[src/telegram_consts.svh]
// Constants for the telegram master: byte values, lengths, field offsets.
// Assumes inclusion by the design modules and the testbench files by bare name.
`ifndef TELEGRAM_CONSTS_SVH
`define TELEGRAM_CONSTS_SVH

// Character framing.
`define CHAR_BITS 4'hb
`define CHAR_DATA_BITS 4'h8
`define CHAR_START_LEVEL 1'b0
`define CHAR_STOP_LEVEL 1'b1

// Telegram bytes and lengths.
`define TELEGRAM_START_BYTE 8'h02
`define LENGTH_SHORT 8'h06
`define LENGTH_LONG 8'h0e
`define LENGTH_TEXT_FIXED 8'h0a
`define LENGTH_OUTSIDE 8'h02
`define HEADER_BYTES 8'h03

// Field offsets inside the data area.
`define OFS_IND 8'h02
`define OFS_PWE 8'h04
`define OFS_PCD_LONG 8'h08
`define OFS_TEXT 8'h04

// Address byte layout.
`define ADR_FORMAT_BIT 7
`define ADR_BCAST_BIT 5
`define ADR_LOW7_ZERO 7'h00

// Response code of a command that could not be performed.
`define RESP_NOT_PERFORMED 4'h7

`endif

[src/telegram_pkg.sv]
// Types shared by the telegram master, its checker and its testbench.
// Assumes telegram_consts.svh is on the include path.
package telegram_pkg;
  typedef enum logic [1:0] {
    FMT_SHORT = 2'b00,
    FMT_LONG = 2'b01,
    FMT_TEXT = 2'b10
  } fmt_e;

  typedef enum logic [2:0] {
    ST_OK = 3'b000,
    ST_BCAST = 3'b001,
    ST_TIMEOUT = 3'b010,
    ST_PARITY = 3'b011,
    ST_CHECK = 3'b100,
    ST_FORMAT = 3'b101,
    ST_FAILED = 3'b110
  } status_e;

  // One request: address, format, parameter channel and process block.
  typedef struct packed {
    logic [7:0] address;
    fmt_e fmt;
    logic [15:0] parameter_key_word;
    logic [15:0] subscript_field;
    logic [31:0] parameter_value_field;
    logic [31:0] process_block;
    logic [7:0] text_len;
  } req_s;

  // Fields of an accepted reply.
  typedef struct packed {
    logic [15:0] parameter_key_word;
    logic [15:0] subscript_field;
    logic [31:0] parameter_value_field;
    logic [31:0] process_block;
  } rep_s;
endpackage

[src/char_tx.sv]
// Serial character sender: start, eight data bits, even parity, stop.
// Assumes one clock; baud_div holds system clocks per bit period.
`timescale 1ns/1ps
`default_nettype none
`include "telegram_consts.svh"
module char_tx (
  // Clock and reset.
  input wire logic sys_clk,
  input wire logic srst,
  // Bit period in clocks.
  input wire logic [15:0] baud_div,
  // Byte handshake.
  input wire logic [7:0] data,
  input wire logic valid,
  output logic ready,
  // Line.
  output logic line
);
  logic [10:0] shreg;
  logic [3:0] left;
  logic [15:0] div;

  // Ready is combinational so the master can chain bytes with only one idle clock between them.
  assign ready = (left == 4'h0);
  assign line = shreg[0];

  // Shift one bit per bit period, least significant data bit first.
  always_ff @(posedge sys_clk) begin
    if (srst) begin
      shreg <= {11{`CHAR_STOP_LEVEL}};
      left <= 4'h0;
      div <= 16'h0000;
    end else if (ready) begin
      if (valid) begin
        // Parity makes data plus parity carry an even count of ones.
        shreg <= {`CHAR_STOP_LEVEL, ^data, data, `CHAR_START_LEVEL};
        left <= `CHAR_BITS;
        div <= baud_div - 16'h0001;
      end
    end else if (div == 16'h0000) begin
      shreg <= {`CHAR_STOP_LEVEL, shreg[10:1]};
      left <= left - 4'h1;
      div <= baud_div - 16'h0001;
    end else begin
      div <= div - 16'h0001;
    end
  end
endmodule
`default_nettype wire

[src/char_rx.sv]
// Serial character receiver with parity and stop-bit checks.
// Assumes the line input is already synchronous to sys_clk.
`timescale 1ns/1ps
`default_nettype none
`include "telegram_consts.svh"
module char_rx (
  // Clock and reset.
  input wire logic sys_clk,
  input wire logic srst,
  // Bit period in clocks and receive enable.
  input wire logic [15:0] baud_div,
  input wire logic enable,
  // Line.
  input wire logic line,
  // Received byte.
  output logic [7:0] data,
  output logic valid,
  output logic bad
);
  logic busy;
  logic [3:0] nbits;
  logic [15:0] div;
  logic [10:0] shreg;

  // Sample at mid-bit: first wait half a period after the falling edge.
  always_ff @(posedge sys_clk) begin
    if (srst) begin
      busy <= 1'b0;
      nbits <= 4'h0;
      div <= 16'h0000;
      shreg <= 11'h000;
    end else if (!busy) begin
      if (enable && line == `CHAR_START_LEVEL) begin
        busy <= 1'b1;
        nbits <= 4'h0;
        div <= {1'b0, baud_div[15:1]};
      end
    end else if (div == 16'h0000) begin
      shreg <= {line, shreg[10:1]};
      nbits <= nbits + 4'h1;
      div <= baud_div - 16'h0001;
      if (nbits == `CHAR_BITS - 4'h1) begin
        busy <= 1'b0;
      end
    end else begin
      div <= div - 16'h0001;
    end
  end

  // Deliver the byte with a flag for bad parity, start or stop.
  always_ff @(posedge sys_clk) begin
    if (srst) begin
      data <= 8'h00;
      valid <= 1'b0;
      bad <= 1'b0;
    end else begin
      valid <= busy && div == 16'h0000 && nbits == `CHAR_BITS - 4'h1;
      if (busy && div == 16'h0000 && nbits == `CHAR_BITS - 4'h1) begin
        data <= shreg[9:2];
        bad <= (^shreg[10:2]) || line != `CHAR_STOP_LEVEL ||
               shreg[1] != `CHAR_START_LEVEL;
      end
    end
  end
endmodule
`default_nettype wire

[src/telegram_master.sv]
// Bus master for the drive's serial telegram port: builds a request
// telegram, sends it half-duplex, then collects and checks the reply.
// Assumes one 40 MHz clock and a line receiver synchronous to it.
//
// What this block does
// - Characters are start, eight data, parity, stop: eleven bits.
// - Parity bit makes data plus parity hold an even count of ones.
// - Address 1-126, baud 2400-115200, even parity one stop bit.
// - Every telegram begins with start byte 0x02.
// - Start, length, address, data bytes, then one check byte.
// - Length is data bytes plus two: 6 short, 14 long.
// - Text telegram length is ten fixed bytes plus text bytes.
// - Check byte is XOR of all telegram bytes from zero.
// - One permanent master addresses up to 126 followers.
// - Formats: 8-byte process, 16-byte parameter, variable text.
// - Process block is four bytes: control/reference or status/speed.
// - Parameter data block is twelve bytes including process block.
// - Key word bits 12-15 carry command or response code.
// - Key word bits 0-11 carry the parameter number.
// - Value field is four bytes: written value or read value.
// - Text uses command 0xF, subscript high byte 4 read, 5 write.
`timescale 1ns/1ps
`default_nettype none
`include "telegram_consts.svh"
module telegram_master
  import telegram_pkg::*;
(
  // Clock and reset.
  input wire logic sys_clk,
  input wire logic srst,
  // Configuration, all in system clocks.
  input wire logic [15:0] baud_div,
  input wire logic [23:0] max_resp_cycles,
  input wire logic [23:0] max_gap_cycles,
  // Request.
  input wire logic req_valid,
  output logic req_ready,
  input wire req_s req,
  // Outgoing text bytes.
  input wire logic [7:0] text_tx_data,
  input wire logic text_tx_valid,
  output logic text_tx_ready,
  // Result.
  output logic done,
  output status_e status,
  output rep_s reply,
  output logic [7:0] rx_text_data,
  output logic rx_text_valid,
  // Bus line.
  output logic bus_tx,
  output logic bus_tx_oe,
  input wire logic bus_rx
);
  typedef enum logic [1:0] {
    S_IDLE = 2'b00,
    S_SEND = 2'b01,
    S_WAIT = 2'b10
  } state_e;

  state_e state;
  req_s cur;
  logic [7:0] length_byte;
  logic [7:0] tx_idx;
  logic [7:0] tx_bcc;
  logic [7:0] tx_byte;
  logic tx_is_text;
  logic tx_go;
  logic tx_ready;
  logic [7:0] rx_idx;
  logic [7:0] rx_lge;
  logic [7:0] rx_bcc;
  logic [7:0] rx_data;
  logic rx_valid;
  logic rx_bad;
  logic [23:0] tmr;
  logic is_bcast;
  logic [7:0] k;
  logic [7:0] rk;
  logic finish;
  status_e next_status;

  // Pick byte j of a 32-bit field, most significant first.
  function automatic logic [7:0] pick32(input logic [31:0] w,
                                        input logic [1:0] j);
    logic [7:0] b;
    b = 8'h00;
    unique case (j)
      2'b00: b = w[31:24];
      2'b01: b = w[23:16];
      2'b10: b = w[15:8];
      2'b11: b = w[7:0];
    endcase
    return b;
  endfunction

  // Broadcast in either address format needs no reply.
  assign is_bcast = cur.address[`ADR_FORMAT_BIT] ?
                    (cur.address[6:0] == `ADR_LOW7_ZERO) :
                    cur.address[`ADR_BCAST_BIT];

  // Length byte per format.
  always_comb begin
    length_byte = `LENGTH_SHORT;
    unique case (cur.fmt)
      FMT_SHORT: length_byte = `LENGTH_SHORT;
      FMT_LONG: length_byte = `LENGTH_LONG;
      FMT_TEXT: length_byte = `LENGTH_TEXT_FIXED + cur.text_len;
      default: length_byte = `LENGTH_SHORT;
    endcase
  end

  // Byte to send at tx_idx; k is the offset inside the data area.
  always_comb begin
    k = tx_idx - `HEADER_BYTES;
    tx_byte = 8'h00;
    tx_is_text = 1'b0;
    if (tx_idx == 8'h00) begin
      tx_byte = `TELEGRAM_START_BYTE;
    end else if (tx_idx == 8'h01) begin
      tx_byte = length_byte;
    end else if (tx_idx == 8'h02) begin
      tx_byte = cur.address;
    end else if (tx_idx == length_byte + 8'h01) begin
      tx_byte = tx_bcc;
    end else if (cur.fmt == FMT_SHORT) begin
      tx_byte = pick32(cur.process_block, k[1:0]);
    end else if (k < `OFS_IND) begin
      // Command in bits 12-15, parameter number in 0-11.
      tx_byte = k[0] ? cur.parameter_key_word[7:0] :
                cur.parameter_key_word[15:8];
    end else if (k < `OFS_PWE) begin
      // For text the high subscript byte selects read or write.
      tx_byte = k[0] ? cur.subscript_field[7:0] :
                cur.subscript_field[15:8];
    end else if (cur.fmt == FMT_LONG) begin
      // Value then process block make up the last eight of the twelve bytes.
      tx_byte = (k < `OFS_PCD_LONG) ?
                pick32(cur.parameter_value_field, k[1:0]) :
                pick32(cur.process_block, k[1:0]);
    end else if (k < `OFS_TEXT + cur.text_len) begin
      tx_byte = text_tx_data;
      tx_is_text = 1'b1;
    end else begin
      tx_byte = pick32(cur.process_block,
                       2'(k - `OFS_TEXT - cur.text_len));
    end
  end

  // A text byte goes out only when the source offers one.
  assign tx_go = (state == S_SEND) && tx_ready &&
                 (!tx_is_text || text_tx_valid);
  assign text_tx_ready = (state == S_SEND) && tx_ready && tx_is_text;
  assign req_ready = (state == S_IDLE);
  // Drive the line only while sending; release it for the reply.
  assign bus_tx_oe = (state == S_SEND) || !tx_ready;

  // Main sequence: idle, send telegram, wait for the reply.
  always_ff @(posedge sys_clk) begin
    if (srst) begin
      state <= S_IDLE;
      cur <= '0;
    end else begin
      unique case (state)
        S_IDLE: begin
          if (req_valid) begin
            cur <= req;
            state <= S_SEND;
          end
        end
        S_SEND: begin
          // State moves on as soon as the check byte is handed to the sender, while it still drains.
          if (tx_go && tx_idx == length_byte + 8'h01) begin
            state <= is_bcast ? S_IDLE : S_WAIT;
          end
        end
        S_WAIT: begin
          if (finish) begin
            state <= S_IDLE;
          end
        end
        default: state <= S_IDLE;
      endcase
    end
  end

  // Transmit index and running check byte, cleared per telegram.
  always_ff @(posedge sys_clk) begin
    if (srst || state == S_IDLE) begin
      tx_idx <= 8'h00;
      tx_bcc <= 8'h00;
    end else if (tx_go) begin
      tx_idx <= tx_idx + 8'h01;
      tx_bcc <= tx_bcc ^ tx_byte;
    end
  end

  // Reply timer: response window before the first byte, then byte gap.
  // It starts once the request has fully left, so the follower's minimum
  // turnaround delay falls inside the window.
  always_ff @(posedge sys_clk) begin
    if (srst || state != S_WAIT || !tx_ready || rx_valid) begin
      tmr <= 24'h000000;
    end else begin
      tmr <= tmr + 24'h000001;
    end
  end

  assign rk = rx_idx - `HEADER_BYTES;

  // Judge each reply byte; the first fault ends the wait.
  always_comb begin
    finish = 1'b0;
    next_status = ST_OK;
    if (state == S_WAIT) begin
      if (!rx_valid) begin
        if (rx_idx == 8'h00 && tmr >= max_resp_cycles) begin
          finish = 1'b1;
          next_status = ST_TIMEOUT;
        end else if (rx_idx != 8'h00 && tmr >= max_gap_cycles) begin
          finish = 1'b1;
          next_status = ST_TIMEOUT;
        end
      end else if (rx_bad) begin
        finish = 1'b1;
        next_status = ST_PARITY;
      end else if (rx_idx == 8'h00) begin
        finish = (rx_data != `TELEGRAM_START_BYTE);
        next_status = ST_FORMAT;
      end else if (rx_idx == 8'h01) begin
        // Same type as the request: exact length, or text.
        finish = (cur.fmt == FMT_TEXT) ? (rx_data < `LENGTH_TEXT_FIXED) :
                 (rx_data != length_byte);
        next_status = ST_FORMAT;
      end else if (rx_idx == 8'h02) begin
        finish = (rx_data != cur.address);
        next_status = ST_FORMAT;
      end else if (rx_idx == rx_lge + 8'h01) begin
        finish = 1'b1;
        if (rx_bcc != rx_data) begin
          next_status = ST_CHECK;
        end else if (reply.parameter_key_word[15:12] ==
                     `RESP_NOT_PERFORMED && cur.fmt != FMT_SHORT) begin
          next_status = ST_FAILED;
        end else begin
          next_status = ST_OK;
        end
      end
    end
  end

  // Receive index, length and check accumulator.
  always_ff @(posedge sys_clk) begin
    if (srst || state != S_WAIT) begin
      rx_idx <= 8'h00;
      rx_lge <= 8'h00;
      rx_bcc <= 8'h00;
    end else if (rx_valid) begin
      rx_idx <= rx_idx + 8'h01;
      rx_bcc <= rx_bcc ^ rx_data;
      if (rx_idx == 8'h01) begin
        rx_lge <= rx_data;
      end
    end
  end

  // Shift reply data bytes into their fields, same layout as sending.
  always_ff @(posedge sys_clk) begin
    if (srst) begin
      reply <= '0;
    end else if (state == S_IDLE && req_valid) begin
      reply <= '0;
    end else if (state == S_WAIT && rx_valid && !rx_bad &&
                 rx_idx > 8'h02 && rx_idx <= rx_lge) begin
      if (cur.fmt == FMT_SHORT || (cur.fmt == FMT_LONG &&
          rk >= `OFS_PCD_LONG) || (cur.fmt == FMT_TEXT &&
          rk >= rx_lge - `LENGTH_TEXT_FIXED + `OFS_TEXT)) begin
        reply.process_block <= {reply.process_block[23:0], rx_data};
      end else if (rk < `OFS_IND) begin
        reply.parameter_key_word <= {reply.parameter_key_word[7:0],
                                     rx_data};
      end else if (rk < `OFS_PWE) begin
        reply.subscript_field <= {reply.subscript_field[7:0], rx_data};
      end else if (cur.fmt == FMT_LONG) begin
        reply.parameter_value_field <=
          {reply.parameter_value_field[23:0], rx_data};
      end
    end
  end

  // Text bytes of a reply stream straight out, one pulse each.
  always_ff @(posedge sys_clk) begin
    if (srst) begin
      rx_text_data <= 8'h00;
      rx_text_valid <= 1'b0;
    end else begin
      rx_text_valid <= 1'b0;
      if (state == S_WAIT && rx_valid && !rx_bad && cur.fmt == FMT_TEXT &&
          rx_idx > 8'h02 && rk >= `OFS_TEXT &&
          rk < rx_lge - `LENGTH_TEXT_FIXED + `OFS_TEXT) begin
        rx_text_data <= rx_data;
        rx_text_valid <= 1'b1;
      end
    end
  end

  // Completion pulse and held status; broadcasts end without a reply.
  always_ff @(posedge sys_clk) begin
    if (srst) begin
      done <= 1'b0;
      status <= ST_OK;
    end else begin
      done <= 1'b0;
      if (state == S_SEND && tx_go && tx_idx == length_byte + 8'h01 && is_bcast) begin
        done <= 1'b1;
        status <= ST_BCAST;
      end else if (finish) begin
        done <= 1'b1;
        status <= next_status;
      end
    end
  end

  char_tx u_tx (
    .sys_clk(sys_clk),
    .srst(srst),
    .baud_div(baud_div),
    .data(tx_byte),
    .valid(tx_go),
    .ready(tx_ready),
    .line(bus_tx)
  );

  char_rx u_rx (
    .sys_clk(sys_clk),
    .srst(srst),
    .baud_div(baud_div),
    .enable(state == S_WAIT && tx_ready), // Deaf while sending.
    .line(bus_rx),
    .data(rx_data),
    .valid(rx_valid),
    .bad(rx_bad)
  );
endmodule
`default_nettype wire

[config.mk]
export PLATFORM = sky130hd
export DESIGN_NAME = telegram_master
export DESIGN_NICKNAME = d
export VERILOG_FILES = /design/src/telegram_pkg.sv /design/src/char_tx.sv /design/src/char_rx.sv /design/src/telegram_master.sv
export VERILOG_INCLUDE_DIRS = /design/src /design/src/src
export SDC_FILE = /design/constraint.sdc
export NUM_CORES = 1
export LEC_CHECK = 0
export ABC_AREA = 1
export BUFFER_PORTS_ARGS = -buffer_cell sky130_fd_sc_hd__clkbuf_2
export CAP_MARGIN = 20
export CORE_MARGIN = 2
export CORE_UTILIZATION = 40
export CTS_CLUSTER_SIZE = 12
export DETAILED_ROUTE_END_ITERATION = 12
export GPL_TIMING_DRIVEN = 0
export HOLD_SLACK_MARGIN = 0.12
export PLACE_DENSITY = 0.72
export SYNTH_ARGS = -nofsm -noshare
export SYNTH_HDL_FRONTEND = slang
export SYNTH_SLANG_ARGS = --single-unit
[constraint.sdc]
create_clock -name sys_clk -period 8.6 [get_ports sys_clk]
set_clock_uncertainty 0.2 [all_clocks]
set_input_delay 1.29 -clock sys_clk [delete_from_list [all_inputs] [get_ports sys_clk]]
set_output_delay 1.29 -clock sys_clk [all_outputs]
set_load 0.1 [all_outputs]
== Word-level counts from Yosys, hierarchy flattened ==
Cells that the tools add are included.
W data, S select, Z words.
Word-level totals
  bits in registers: 362
  logic and storage cells: 243
  output and inout bits: 113
Operators by class
  multiplexer cells: 76
  $add $sub $neg: 18
  $lt $le $gt $ge: 15
  reduce and logical (&&, ||, !) cells: 67
  bitwise operators: 6
  eq/ne operators: 28
Operators with widths (count)
  $mux W16: 6
  $mux W8: 12
  $pmux W8 S4: 3
  $ge A24 B24 Y1: 2
  $sub A16 B1 Y16 const B: 3
  $mux W11: 3
  $add A8 B1 Y8 const B: 4
  $logic_not A16 Y1: 2
  $mux W1: 29
  $mux W3: 9
  $logic_and A1 B1 Y1: 25
  $add A24 B1 Y24 const B: 1
  $mux W4: 6
  $ne A8 B8 Y1: 3
  $eq A8 B1 Y1 const B: 2
  $eq A8 B2 Y1 const B: 2
  $eq A8 B8 Y1: 2
  $logic_not A8 Y1: 2
  $lt A8 B2 Y1 const B: 2
  $lt A8 B3 Y1 const B: 2
  $lt A8 B4 Y1 const B: 2
  $lt A8 B8 Y1: 2
  $pmux W8 S2: 1
  $sub A8 B2 Y8 const B: 2
  37 further kinds: 83

== Longest topological paths before layout ==
  depth in word-level cells: 18
  gate-level depth with buffers: 31
  mapped depth without buffers: 29

== By module ==
A second synthesis with hierarchy kept.
Second synthesis, totals
  cells, all modules: 3082
  area total of the unflattened synthesis: 20692.3 sq um
By module, submodules not included
  telegram_master: sequential area each 5785.5 sq um, instances 1, cells an instance 2323, area each 15854.0 sq um
  char_tx: sequential area each 600.6 sq um, instances 1, cells an instance 402, area each 2467.4 sq um
  char_rx: sequential area each 820.8 sq um, instances 1, cells an instance 357, area each 2371.0 sq um

== Worst setup path before layout ==
Ideal clock, no wire load.
  path type: reg2out
  start: register tx_idx[0]
  end: output port text_tx_ready
  cell stages (with the launch flop): 15
  setup slack: 3.927 ns
  data arrival time: 3.183 ns
  cells stage by stage: dfxtp_1 > clkinv_1 > clkbuf_1 > ha_1 > clkbuf_1 > clkinv_1 > fa_1 > nand3b_1 > nand2_1 > a21oi_1 > nand2_1 > nand2_2 > nand2_4 > nor3_2 > and2_1
Between the ends
  cells in the longest elaborated chain, start to end: 12
  elaborated cells between the ends (all ways): 18
  classes of those cells: 1 x add/sub; 3 x order compare; 3 x eq/ne; 9 x mux; 2 x reduce/logical
Ends and longest elaborated chain
  start: declaration: RTL line telegram_master.sv:63  | logic [7:0] tx_idx;
  start signal: assignment: RTL line telegram_master.sv:192  | tx_idx <= tx_idx + 8'h01;
  $sub A8 B2 Y8 (no source line) (*)
  net k[0]: RTL line telegram_master.sv:77  | logic [7:0] k;
  $lt A8 B8 Y1: RTL line telegram_master.sv:140  | end else if (k < `OFS_TEXT + cur.text_len) begin
  $mux W1: RTL line telegram_master.sv:140
  $mux W1: RTL line telegram_master.sv:135  | end else if (cur.fmt == FMT_LONG) begin
  $mux W1: RTL line telegram_master.sv:131  | end else if (k < `OFS_PWE) begin
  $mux W1 (*): RTL line telegram_master.sv:127  | end else if (k < `OFS_IND) begin
  $mux W1 (*): RTL line telegram_master.sv:125  | end else if (cur.fmt == FMT_SHORT) begin
  $mux W1 (*): RTL line telegram_master.sv:123  | end else if (tx_idx == length_byte + 8'h01) begin
  $mux W1 (*): RTL line telegram_master.sv:121  | end else if (tx_idx == 8'h02) begin
  $mux W1 (*): RTL line telegram_master.sv:119  | end else if (tx_idx == 8'h01) begin
  $mux W1 (*): RTL line telegram_master.sv:117  | if (tx_idx == 8'h00) begin
  $logic_and A1 B1 Y1 (*): RTL line telegram_master.sv:152  | assign text_tx_ready = (state == S_SEND) && tx_ready && tx_is_text;
  end: declaration: RTL line telegram_master.sv:42  | output logic text_tx_ready,
Mark *: on every way through the listed nets, which the timed path passes. The rest lies on a longest branch.

== Final worst setup path ==
Same ends and word-level chain as after synthesis.

==> run summary <==
Status: completed
All-Layer GR Usage: 23.3%
Synthesized area per cell: 6.89 sq um
Via density: 5.18
Simple-gate share of the synthesized area: 26.0%
EDFF count, synth: 0
Syn nets: 3110
Setup TNS: 0 ns
Synth area leaders: dfxtp_1, nand2_1, nor2_1, o21ai_0, ha_1
Max Root-Sink Buffers: 3
Die Area: 50400 sq um
Post-synth top area share: 37.1%
Arrival time worst endpoint: 4.87 ns
Worst slew margin: 32.6%
Power share of the clock group: 40.5%
PwrDens: 199 nW/um^2
DRC viols: 0
Count of cell types in the netlist: 63
Mapped Area: 19400 sq um
Max VDD drop: 0.149 mV
Sw Ratio: 30.8%
Total power: 4.62 mW
First-pass GRT wire length: 94500 um
DIE WIDTH: 225 um
Share of layout cells above drive strength 1: 14.0%
Critical Path RT: 7.11 ns
Sequential area share after synthesis: 37.1%
CTS tree: built
Top Usage Layer GRT: met2
Starting density of the core: 40.7%
Setup ws final: 2.24 ns
Max capacitance violation total: 0
Leak pwr: 10.6 nW
Actual slew at the worst max-slew pin: 1.01 ns
Pre-CTS setup slack: 2.92 ns
Hpwl dp: 46000 um
Initial antenna violation count: 2
Main combinational cell family by area after synthesis: simple AND/OR/NAND/NOR gates
Count leader, synth: nand2_1
Synth-to-layout area growth: 19.3%
Final-stage net count: 3458
Routability Congestion: 0.946
Fmax: 0.157 GHz
Final Hold Violating Endpoints: 0
Top FF cell, synth: dfxtp_1
P_int: 3.20 mW
# IOs: 304
P_sw: 1.42 mW
CTS H-tree lvls: 2
Comb pwr share: 19.7%
GR Layer Usage met1: 29.8%
Max-slew violations: 0
Drt pass-1 iters: 5
CTS buffer count: 42
Area leader, netlist: dfxtp_1
GR Overflow Total: 0
Chip height: 225 um
Hold WC Path Type: reg -> reg
Synth top cells by count: nand2_1, nor2_1, dfxtp_1
Vias in the first global route: 18395
Final min period: 6.36 ns
Tcrit/Tclk final: 73.9%
Starting DRT DRC Count: 1431
Port-buffer cells: 303
Ys Warns: 0
Drt wl/cell: 15.7 um
Xor-xnor portion of the synthesized cell area: 3.83%
Post_cts resized: 0
Vias: 19745
Post-DP Area: 21700 sq um
Synth Instances: 2822
Largest net degree at the start of global routing: 13
Core box area: 47800 sq um
Routed WL: 59900 um
Post-Synth Adder-Cell Area: 6.28%
Ys async rst share: 0%
Mux share of post-synthesis cell area: 0%
GRT met2 Usage: 38.9%
Sequential power share: 39.8%
Hold_buf cts: 0
Synth Area in Compound Gates: 18.5%
Synth Register Bits: 360
Clk root buf: clkbuf_16
Critical Path Start Type: flop
Met3 usage: 3.58%
RSZ-0062 raised after global routing: false
Clock-pin slew on the worst setup and hold paths: 0.06 ns
Setup CP Type: reg -> out
Post-CTS setup buffer count: 0
Design Area, Final: 23200 sq um
Maximum fanout along the worst path: 11
Post-DRT Antenna Nets: 0
Clk_lat worst skew: 0.60 ns
CTS Sinks: 360
Final-report setup violation count: 0
CP endpoint kind: output port
Final hold slack: 0.265 ns
Row cnt: 80
==> flip-flops by register name, summed over array words and instances (netlist names), 10 cells and up <==
name,cells
u_rx.div,16
tmr,24
u_tx.shreg,10
u_rx.shreg,10
reply,96
u_tx.div,16
cur,114
==> per-layer routing <==
layer	vias to the layer above	share of wire (%)	wire length (um)
met5	-	0.018	11
met4	2	4.1	2430
met3	134	6.0	3600
met2	603	46	27700
met1	8975	44	26200
li1	10031	-	-
==> kinds of logic after synthesis <==
| logic type | after synthesis |
|---|---|
| AND/OR/NAND/NOR | 1214 |
| AO/OA/AOI/OAI | 652 |
| buffers and inverters | 414 |
| flip-flops | 360 |
| adder cells (fa/ha/maj) | 97 |
| XOR/XNOR | 85 |
==> path summary, 6_finish.rpt <==
kind / startpoint / cells after the start / slack (ns) / end
max: tx_idx[0]$_SDFFE_PP0P_ / 15 / 2.24 / text_tx_ready
max reg2reg: tx_idx[0]$_SDFFE_PP0P_ / 29 / 2.94 / u_tx.shreg[9]$_SDFFE_PP1P_
min reg2reg: status[2]$_SDFFE_PP0P_ / 2 / 0.27 / status[2]$_SDFFE_PP0P_
min: status[2]$_SDFFE_PP0P_ / 2 / 0.27 / status[2]$_SDFFE_PP0P_
==> cell usage in the layout (no fill, tap or decap), types with 4 or more instances in the layout <==
cell	count
a211oi_1	28
a21oi_1	215
a22oi_1	7
a31oi_1	23
buf_1	7
buf_2	11
buf_6	6
bufinv_16	4
clkbuf_1	109
clkbuf_16	43
clkbuf_2	303
clkbuf_8	10
clkinv_1	9
clkinv_2	4
dfxtp_1	360
ha_1	96
inv_1	262
inv_2	14
nand2_1	507
nand2_2	7
nand3_1	91
nand4_1	35
nor2_1	461
nor2_4	4
nor3_1	55
nor3_2	4
nor3b_1	5
nor4_1	17
o2111ai_1	7
o211ai_1	9
o21ai_0	305
o21ai_1	5
o221ai_1	4
o22ai_1	16
or2_2	9
xnor2_1	22
xor2_1	63
==> power by group through the flow <==
stage	clock, mW	sequential, mW	combinational [mW]
6_report	1.87	1.84	0.912
5_1_grt	1.97	1.85	1.03
4_1_cts	1.90	1.84	0.905
3_5_place_dp	0	1.88	0.899
3_3_place_gp	0	1.87	0.890
2_1_floorplan	0	1.87	0.639
==> worst max-delay path: stages (launching register included) <==
cell and delay (ns):
dfxtp_1 0.45, clkinv_1 0.36, clkbuf_1 0.39, ha_1 0.38, clkbuf_1 0.41, clkinv_1 0.48
fa_1 0.54, nand3b_1 0.16, nand2_1 0.06, a21oi_1 0.06, nand2_1 0.07, nand2_2 0.14
nand2_4 0.15, nor3_2 0.06, and2_1 0.18, clkbuf_2 0.38
==> through the flow <==
| stage | utilization, % | instances |
|---|---|---|
| 3_5_place_dp | 45.4 | 3741 |
| 4_1_cts | 48.5 | 3814 |
| 3_3_place_gp | 45.4 | 3740 |
| 5_1_grt | 48.5 | 3815 |
| 2_1_floorplan | - | 2822 |
| 6_report | 48.5 | 3815 |
==> cell type report <==
| type | instances | area [sq um] |
|---|---|---|
| clock buffers | 59 | 1240 |
| inverters | 286 | 1080 |
| well taps | 615 | 769 |
| plain buffers | 128 | 546 |
| repair buffers | 304 | 1520 |
| diodes | 1 | 2.50 |
| fillers | 4853 | 24600 |
| flip-flops and latches | 360 | 7210 |
| clock inverters | 14 | 223 |
| multi-input cells | 2048 | 10600 |
(Power assumes the default switching activity.)
